File: src/bsm_defs.vh
`ifndef BSM_DEFS_VH
`define BSM_DEFS_VH
`define BSM_CPOL_BIT 0
`define BSM_CPHA_BIT 1
`define BSM_ORDER_BIT 2
`define BSM_CMD_ALL 4'hf
`define BSM_FILL_RESET 8'hff
`define BSM_SCK_HALF 4
`define BSM_CNT_W 16
`define BSM_PTR_W 16
`endif

File: src/bsm_buf2.v
`timescale 1ns/1ns
module bsm_buf2 #(
  parameter W = 8
) (
  input wire clock,
  input wire reset,
  input wire [W-1:0] in_data,
  input wire in_valid,
  output wire in_ready,
  output wire [W-1:0] out_data,
  output wire out_valid,
  input wire out_ready
);
  reg [W-1:0] mem_r [0:1];
  reg wp_r;
  reg rp_r;
  reg [1:0] cnt_r;
  wire push = in_valid && in_ready;
  wire pop = out_valid && out_ready;
  assign in_ready = (cnt_r != 2'd2);
  assign out_valid = (cnt_r != 2'd0);
  assign out_data = mem_r[rp_r];
  always @(posedge clock) begin
    if (reset) begin
      wp_r <= 1'b0;
      rp_r <= 1'b0;
      cnt_r <= 2'd0;
    end else begin
      if (push) begin
        wp_r <= ~wp_r;
      end
      if (pop) begin
        rp_r <= ~rp_r;
      end
      if (push && !pop) begin
        cnt_r <= cnt_r + 2'd1;
      end else if (pop && !push) begin
        cnt_r <= cnt_r - 2'd1;
      end
    end
  end
  always @(posedge clock) begin
    if (push) begin
      mem_r[wp_r] <= in_data;
    end
  end
endmodule

File: src/bsm_master.v
`timescale 1ns/1ns
`include "bsm_defs.vh"
// Overview of operation
// - start task begins a transfer shifting mosi out while capturing miso.
// - tx_buffer_done pulses once all tx_byte_count bytes are sent.
// - rx_buffer_done pulses once rx_byte_count bytes are captured.
// - transfer ends by itself when both counts are reached.
// - end event only after, or in the same cycle as, both buffer-done events.
// - stop task halts the engine, then stopped event pulses.
// - stop mid-byte finishes the current byte first.
// - stop while idle still pulses the stopped event.
// - stopping early still raises tx_buffer_done if not yet raised.
// - stopping early still raises rx_buffer_done if not yet raised.
// - suspend pauses after current byte; resume continues.
// - command_data_select low for command bytes, high for data bytes.
// - first command_byte_count bytes are commands, the rest data.
// - one chip select per slave, chosen by a slave index.
// - clock polarity and phase select modes 0 to 3.
// - pointers and counts are latched at start, so next values may load.
// - bytes received past rx_byte_count are discarded.
module bsm_master #(
  parameter CW = `BSM_CNT_W,
  parameter PW = `BSM_PTR_W,
  parameter NCS = 4,
  parameter HALF = `BSM_SCK_HALF
) (
  input wire clock,
  input wire reset,
  input wire task_start,
  input wire task_stop,
  input wire task_suspend,
  input wire task_resume,
  input wire cpol,
  input wire cpha,
  input wire lsb_first,
  input wire [7:0] fill_character,
  input wire [3:0] command_byte_count,
  input wire [1:0] slave_index,
  input wire [PW-1:0] tx_buffer_pointer,
  input wire [CW-1:0] tx_byte_count,
  input wire [PW-1:0] rx_buffer_pointer,
  input wire [CW-1:0] rx_byte_count,
  output reg tx_rd_req,
  output reg [PW-1:0] tx_rd_addr,
  input wire tx_rd_valid,
  input wire [7:0] tx_rd_data,
  output wire rx_wr_valid,
  output wire [PW+7:0] rx_wr_payload,
  input wire rx_wr_ready,
  output reg ev_started,
  output reg ev_tx_buffer_done,
  output reg ev_rx_buffer_done,
  output reg ev_end,
  output reg ev_stopped,
  output reg busy,
  output reg suspended,
  output reg [CW-1:0] tx_amount,
  output reg [CW-1:0] rx_amount,
  output reg sck,
  output reg mosi,
  input wire miso,
  output reg [NCS-1:0] cs_n,
  output reg command_data_select
);
  localparam S_IDLE = 3'd0;
  localparam S_FETCH = 3'd1;
  localparam S_WAIT = 3'd2;
  localparam S_SHIFT = 3'd3;
  localparam S_PUSH = 3'd4;
  localparam S_SUSP = 3'd5;
  localparam S_DONE = 3'd6;

  reg [2:0] st_r;
  reg miso_m_r;
  reg miso_s_r;
  reg [PW-1:0] tptr_r;
  reg [PW-1:0] rptr_r;
  reg [CW-1:0] tmax_r;
  reg [CW-1:0] rmax_r;
  reg [CW-1:0] nbyte_r;
  reg [3:0] ncmd_r;
  reg [7:0] tsh_r;
  reg [7:0] rsh_r;
  reg [2:0] bit_r;
  reg [7:0] div_r;
  reg ph_r;
  reg stop_r;
  reg susp_r;
  reg txd_r;
  reg rxd_r;
  reg push_v_r;
  reg [PW+7:0] push_d_r;
  wire push_rdy;
  wire [CW-1:0] total = (tmax_r > rmax_r) ? tmax_r : rmax_r;
  wire tick = (div_r == HALF[7:0] - 8'd1);
  wire [7:0] tx_bits = lsb_first ? tsh_r : {tsh_r[0], tsh_r[1], tsh_r[2], tsh_r[3],
                                            tsh_r[4], tsh_r[5], tsh_r[6], tsh_r[7]};

  bsm_buf2 #(.W(PW+8)) u_rxbuf (
    .clock(clock),
    .reset(reset),
    .in_data(push_d_r),
    .in_valid(push_v_r),
    .in_ready(push_rdy),
    .out_data(rx_wr_payload),
    .out_valid(rx_wr_valid),
    .out_ready(rx_wr_ready)
  );

  always @(posedge clock) begin
    if (reset) begin
      miso_m_r <= 1'b0;
      miso_s_r <= 1'b0;
    end else begin
      miso_m_r <= miso;
      miso_s_r <= miso_m_r;
    end
  end

  always @(posedge clock) begin
    if (reset) begin
      st_r <= S_IDLE;
      tptr_r <= {PW{1'b0}};
      rptr_r <= {PW{1'b0}};
      tmax_r <= {CW{1'b0}};
      rmax_r <= {CW{1'b0}};
      nbyte_r <= {CW{1'b0}};
      ncmd_r <= 4'h0;
      tsh_r <= 8'h00;
      rsh_r <= 8'h00;
      bit_r <= 3'd0;
      div_r <= 8'h00;
      ph_r <= 1'b0;
      stop_r <= 1'b0;
      susp_r <= 1'b0;
      txd_r <= 1'b0;
      rxd_r <= 1'b0;
      push_v_r <= 1'b0;
      push_d_r <= {(PW+8){1'b0}};
      tx_rd_req <= 1'b0;
      tx_rd_addr <= {PW{1'b0}};
      ev_started <= 1'b0;
      ev_tx_buffer_done <= 1'b0;
      ev_rx_buffer_done <= 1'b0;
      ev_end <= 1'b0;
      ev_stopped <= 1'b0;
      busy <= 1'b0;
      suspended <= 1'b0;
      tx_amount <= {CW{1'b0}};
      rx_amount <= {CW{1'b0}};
      sck <= 1'b0;
      mosi <= 1'b0;
      cs_n <= {NCS{1'b1}};
      command_data_select <= 1'b1;
    end else begin
      ev_started <= 1'b0;
      ev_tx_buffer_done <= 1'b0;
      ev_rx_buffer_done <= 1'b0;
      ev_end <= 1'b0;
      ev_stopped <= 1'b0;
      tx_rd_req <= 1'b0;
      if (push_v_r && push_rdy) begin
        push_v_r <= 1'b0;
      end
      if (task_stop && st_r != S_IDLE) begin
        stop_r <= 1'b1;
      end
      if (task_suspend && st_r != S_IDLE) begin
        susp_r <= 1'b1;
      end
      if (st_r == S_IDLE) begin
        sck <= cpol;
      end
      case (st_r)
        S_IDLE: begin
          if (task_stop) begin
            ev_stopped <= 1'b1;
          end else if (task_start) begin
            tptr_r <= tx_buffer_pointer;
            rptr_r <= rx_buffer_pointer;
            tmax_r <= tx_byte_count;
            rmax_r <= rx_byte_count;
            ncmd_r <= command_byte_count;
            nbyte_r <= {CW{1'b0}};
            tx_amount <= {CW{1'b0}};
            rx_amount <= {CW{1'b0}};
            txd_r <= 1'b0;
            rxd_r <= 1'b0;
            stop_r <= 1'b0;
            susp_r <= 1'b0;
            busy <= 1'b1;
            ev_started <= 1'b1;
            cs_n <= ~({{(NCS-1){1'b0}}, 1'b1} << slave_index);
            st_r <= S_FETCH;
          end
        end
        S_FETCH: begin
          if (stop_r || nbyte_r == total) begin
            st_r <= S_DONE;
          end else if (susp_r) begin
            suspended <= 1'b1;
            st_r <= S_SUSP;
          end else if (nbyte_r < tmax_r) begin
            tx_rd_req <= 1'b1;
            tx_rd_addr <= tptr_r + nbyte_r[PW-1:0];
            st_r <= S_WAIT;
          end else begin
            tsh_r <= fill_character;
            st_r <= S_WAIT;
          end
        end
        S_WAIT: begin
          if (tx_rd_valid || nbyte_r >= tmax_r) begin
            if (nbyte_r < tmax_r) begin
              tsh_r <= tx_rd_data;
            end
            command_data_select <= ({12'h000, ncmd_r} > nbyte_r) ? 1'b0 : 1'b1;
            bit_r <= 3'd0;
            div_r <= 8'h00;
            ph_r <= 1'b0;
            st_r <= S_SHIFT;
          end
        end
        S_SHIFT: begin
          if (div_r == 8'h00 && !ph_r && !cpha) begin
            mosi <= tx_bits[bit_r];
          end
          div_r <= tick ? 8'h00 : div_r + 8'h01;
          if (tick) begin
            ph_r <= ~ph_r;
            sck <= ~sck;
            if (!ph_r) begin
              if (cpha) begin
                mosi <= tx_bits[bit_r];
              end else begin
                rsh_r <= lsb_first ? {miso_s_r, rsh_r[7:1]} : {rsh_r[6:0], miso_s_r};
              end
            end else begin
              if (cpha) begin
                rsh_r <= lsb_first ? {miso_s_r, rsh_r[7:1]} : {rsh_r[6:0], miso_s_r};
              end
              bit_r <= bit_r + 3'd1;
              if (bit_r == 3'd7) begin
                st_r <= S_PUSH;
              end
            end
          end
        end
        S_PUSH: begin
          if (!push_v_r || push_rdy) begin
            nbyte_r <= nbyte_r + {{(CW-1){1'b0}}, 1'b1};
            if (nbyte_r < tmax_r) begin
              tx_amount <= tx_amount + {{(CW-1){1'b0}}, 1'b1};
              if (nbyte_r + {{(CW-1){1'b0}}, 1'b1} == tmax_r) begin
                txd_r <= 1'b1;
                ev_tx_buffer_done <= 1'b1;
              end
            end
            if (nbyte_r < rmax_r) begin
              push_v_r <= 1'b1;
              push_d_r <= {rptr_r + nbyte_r[PW-1:0], rsh_r};
              rx_amount <= rx_amount + {{(CW-1){1'b0}}, 1'b1};
              if (nbyte_r + {{(CW-1){1'b0}}, 1'b1} == rmax_r) begin
                rxd_r <= 1'b1;
                ev_rx_buffer_done <= 1'b1;
              end
            end
            st_r <= S_FETCH;
          end
        end
        S_SUSP: begin
          if (stop_r) begin
            suspended <= 1'b0;
            st_r <= S_DONE;
          end else if (task_resume) begin
            susp_r <= 1'b0;
            suspended <= 1'b0;
            st_r <= S_FETCH;
          end
        end
        S_DONE: begin
          if (!push_v_r) begin
            if (!txd_r) begin
              ev_tx_buffer_done <= 1'b1;
            end
            if (!rxd_r) begin
              ev_rx_buffer_done <= 1'b1;
            end
            ev_end <= 1'b1;
            ev_stopped <= stop_r;
            stop_r <= 1'b0;
            susp_r <= 1'b0;
            busy <= 1'b0;
            cs_n <= {NCS{1'b1}};
            command_data_select <= 1'b1;
            st_r <= S_IDLE;
          end
        end
        default: begin
          st_r <= S_IDLE;
        end
      endcase
    end
  end
endmodule

File: config.mk
export PLATFORM = sky130hd
export DESIGN_NAME = bsm_master
export DESIGN_NICKNAME = d
export VERILOG_FILES = /design/src/bsm_buf2.v /design/src/bsm_master.v
export VERILOG_INCLUDE_DIRS = /design/src
export SDC_FILE = /design/constraint.sdc
export NUM_CORES = 1
export LEC_CHECK = 0
export BUFFER_PORTS_ARGS = -buffer_cell sky130_fd_sc_hd__buf_4
export CORE_ASPECT_RATIO = 0.5
export CORE_MARGIN = 4
export CORE_UTILIZATION = 60
export CTS_CLUSTER_DIAMETER = 30
export CTS_CLUSTER_SIZE = 16
export DETAILED_ROUTE_END_ITERATION = 7
export PLACE_DENSITY = 0.8
export SLEW_MARGIN = 40
export SYNTH_ARGS = -nofsm -noshare
export SYNTH_HDL_FRONTEND = slang
export SYNTH_SLANG_ARGS = --single-unit
File: constraint.sdc
create_clock -name clock -period 8.2 [get_ports clock]
set_input_delay 1.64 -clock clock [delete_from_list [all_inputs] [get_ports clock]]
set_output_delay 1.64 -clock clock [all_outputs]
set_load 0.05 [all_outputs]
==> results.sh <==
export IMPL_avgSynthCellArea_um2=8.74
export IMPL_slowest_stage="dfxtp_1"
export IMPL_n_antenna_cell=0
export IMPL_regArea_mm2=0.00573
export IMPL_dpl_hpwl_um=27900
export IMPL_required_ns=8.64
export IMPL_finalWorstSetupSlack_ns=4.12
export IMPL_cts_setup_buffers=0
export IMPL_crit_type="reg2reg"
export IMPL_pre_cts_slack_ns=4.10
export IMPL_initial_core_util=0.614
export IMPL_layout_common_cells="dfxtp_1 (213), nand2_1 (201), buf_4 (197)"
export IMPL_coreArea_mm2=0.0229
export IMPL_rrSetupSlack_ns=4.12
export IMPL_ctsResizeCount=0
export IMPL_finalCriticalPeriod_ns=4.08
export IMPL_leakagePower_nw=6.91
export IMPL_ys_warn_count=0
export IMPL_clk_pin_slew_worst_paths_ns=0.07
export IMPL_synth_seq_cells=262
export IMPL_syn_nets=1803
export IMPL_cts_max_level=1
export IMPL_postCtsHoldBufs=0
export IMPL_dr_pass1_iters=7
export IMPL_reg2reg_from="nbyte_r[5]"
export IMPL_cts_sinks=262
export IMPL_syn_inst=1613
export IMPL_r2r_end="rx_amount[14]"
export IMPL_nets=1948
export IMPL_ys_types=73
export IMPL_slew_violations=0
export IMPL_tritoncts="done"
export IMPL_critPathLaunchType="flip-flop"
export IMPL_fin_setup_tns_ns=0
export IMPL_skew_ns=0.0108
export IMPL_fin_crit_sh=0.498
export IMPL_crit_start="nbyte_r[5]"
export IMPL_grt_max_degree=111
export IMPL_insertion_delay_ns=0.58
export IMPL_crit_path_max_fanout=53
export IMPL_fp_dieArea_mm2=0.0261
export IMPL_avgRoutedWirePerCell_um=18.8
export IMPL_worst_path_buf_inv=1
export IMPL_cpPeakStageDelay_ns=0.88
export IMPL_die_y_um=116
export IMPL_area_growth_syn_to_layout_pct=19.2
export IMPL_grtUsageTotal=0.291
export IMPL_grt_overflow=0
export IMPL_rsz0062_at_grt="no"
export IMPL_cap_violations=0
export IMPL_multi_input_area_mm2=0.00782
export IMPL_n_fill_cell=1689
export IMPL_cts_buffers=31
export IMPL_crit_family="compound AO/OA/AOI/OAI gates"
export IMPL_min_from="miso_m_r"
export IMPL_critPathMostFrequentCell="o21ai_0"
export IMPL_hold_viol=0
export IMPL_hold_path_end="miso_s_r"
export IMPL_hp_class="reg2reg"
export IMPL_p_per_area_mw_per_mm2=255
export IMPL_drc=0
export IMPL_ant_nets=0
export IMPL_grt_pass1_wl_um=62100
export IMPL_reg2reg_depth=10
export IMPL_pin_count=186
export IMPL_syn_cell_area_mm2=0.0141
export IMPL_cp_arrival_ns=4.52
export IMPL_dr_total_vias=12511
export IMPL_synthFlopType="dfxtp_1"
export IMPL_holdPathStages=1
export IMPL_fmax_ghz=0.245
export IMPL_fp_row_count=39
export IMPL_tightestPinTransition_ns=0.858
export IMPL_antenna_found_initial=0
export IMPL_vdd_drop_max_mv=0.213
export IMPL_worstSetupEndpointType="flip-flop"
export IMPL_seq_area_frac_synth=0.406
export IMPL_synth_edff_count=48
export IMPL_postLayoutCellArea_mm2=0.0168
export IMPL_status="completed"
export IMPL_portBuffers=185
export IMPL_avgViaCountPerCell=5.99
export IMPL_grt_pass1_vias=12136
export IMPL_relSlewSlack=0.427
export IMPL_setup_viol=0
export IMPL_die_width_um=225
export IMPL_async_flop_share=0
export IMPL_total_power_mw=4.28
export IMPL_place_congestion=0.972
export IMPL_place_area_mm2=0.0156
export IMPL_path_cells="ha_1 > o21a_1 > o21ai_0 > a21oi_1 > o21ai_0 > or3b_2 > buf_4 > a21o_1 > o311ai_0 > o41ai_1"
export IMPL_detail_route_wirelength_um=39200
export IMPL_clockRootBuffer="clkbuf_16"
export IMPL_final_common_cell="dfxtp_1"
export IMPL_drive_gt1_frac=0.182
export IMPL_drt_iter0_drc=1112
export IMPL_cts_path_max_buffers=3
registers in the layout, summed over array words and instances, names as in the netlist, 2 cells and up, named ones only:
| register | count |
|---|---|
| u_rxbuf.mem_r | 48 |
| push_d_r | 24 |
| nbyte_r | 16 |
| rmax_r | 16 |
| rptr_r | 16 |
| rx_amount | 16 |
| tmax_r | 16 |
| tptr_r | 16 |
| tx_amount | 16 |
| tx_rd_addr | 16 |
| div_r | 8 |
| rsh_r | 8 |
| tsh_r | 8 |
| cs_n | 4 |
| ncmd_r | 4 |
| bit_r | 3 |
| st_r | 3 |
| u_rxbuf.cnt_r | 2 |
cell usage after synthesis (all sizes together), types with 4 or more instances:
| library cell | count | area (µm²) |
|---|---|---|
| o311ai | 6 | 60.1 |
| nand3b | 7 | 52.6 |
| mux4 | 5 | 113 |
| o21a | 10 | 75.1 |
| nand3 | 51 | 255 |
| a22oi | 5 | 37.5 |
| a21boi | 4 | 30.0 |
| and3 | 14 | 87.6 |
| nor2 | 173 | 652 |
| nand2b | 6 | 45.0 |
| inv | 60 | 225 |
| or2 | 9 | 56.3 |
| o211ai | 15 | 113 |
| nand2 | 201 | 754 |
| o21ai | 40 | 200 |
| nor3b | 4 | 30.0 |
| and2 | 8 | 50.1 |
| dfxtp | 214 | 4280 |
| edfxtp | 48 | 1440 |
| nor4 | 15 | 106 |
| buf | 22 | 108 |
| o22ai | 5 | 31.3 |
| xor2 | 42 | 368 |
| mux2i | 37 | 370 |
| a21oi | 170 | 851 |
| a31o | 5 | 43.8 |
| mux2 | 34 | 383 |
| a211oi | 10 | 75.1 |
| clkbuf | 64 | 240 |
| o41ai | 7 | 80.1 |
| a31oi | 6 | 37.5 |
| a21o | 15 | 113 |
| nor3 | 31 | 165 |
| nor2b | 17 | 106 |
| or4 | 6 | 45.0 |
| xnor2 | 73 | 639 |
| nand4 | 32 | 206 |
| ha | 90 | 1130 |
| or3 | 18 | 113 |
worst max path at each step:
stage / to / slack [ns] / cells past startpoint
2_1_floorplan: mosi / 5.04 / 5
3_3_place_gp: tx_amount[15] / 4.19 / 7
3_5_place_dp: rx_amount[14] / 4.10 / 7
4_1_cts: rx_amount[14] / 4.34 / 10
5_1_grt: rx_amount[14] / 4.05 / 10
6_report: rx_amount[14] / 4.12 / 10
logic make-up (layout without fill, tap and decap cells):
logic type	Yosys count	count (layout)	share of synthesized area
muxes	76	76	0.0615
adders and majority gates	92	92	0.0828
AOI/OAI and AO/OA	322	322	0.139
xor gates and xnor gates	115	115	0.0715
DFF	262	262	0.406
buffers and inverters	147	316	0.0409
and+or+nand+nor	599	599	0.198
power by group:
group / total [mW] / internal (mW) / switching (mW) / leakage (nW)
combinational: 1.24 / 0.454 / 0.790 / 4.17
sequential: 1.53 / 1.41 / 0.124 / 2.18
clock: 1.50 / 0.914 / 0.589 / 0.559
routing by layer:
layer  global-route usage  part of all wire
met1                0.406              0.45
met2                0.480              0.45
met3               0.0442             0.072
met4               0.0795             0.023
met5              0.00538                 0
stage by stage:
step	hold WS [ns]	utilization	cells
floorplan	0.414	-	1613
global placement	0.431	0.681	2031
detailed placement	0.431	0.682	2032
CTS	0.447	0.732	2089
global route	0.453	0.732	2089
finish	0.442	0.732	2089
area by class of cell:
| cell class | count | share of cell area |
|---|---|---|
| Inverter | 61 | 0.0136 |
| Clock buffer | 37 | 0.0505 |
| Clock inverter | 20 | 0.0175 |
| Sequential cell | 262 | 0.341 |
| Tap cell | 307 | 0.0229 |
| Multi-Input combinational cell | 1204 | 0.466 |
| Timing Repair Buffer | 198 | 0.0888 |
No activity file was read; power rests on OpenSTA's default activity.
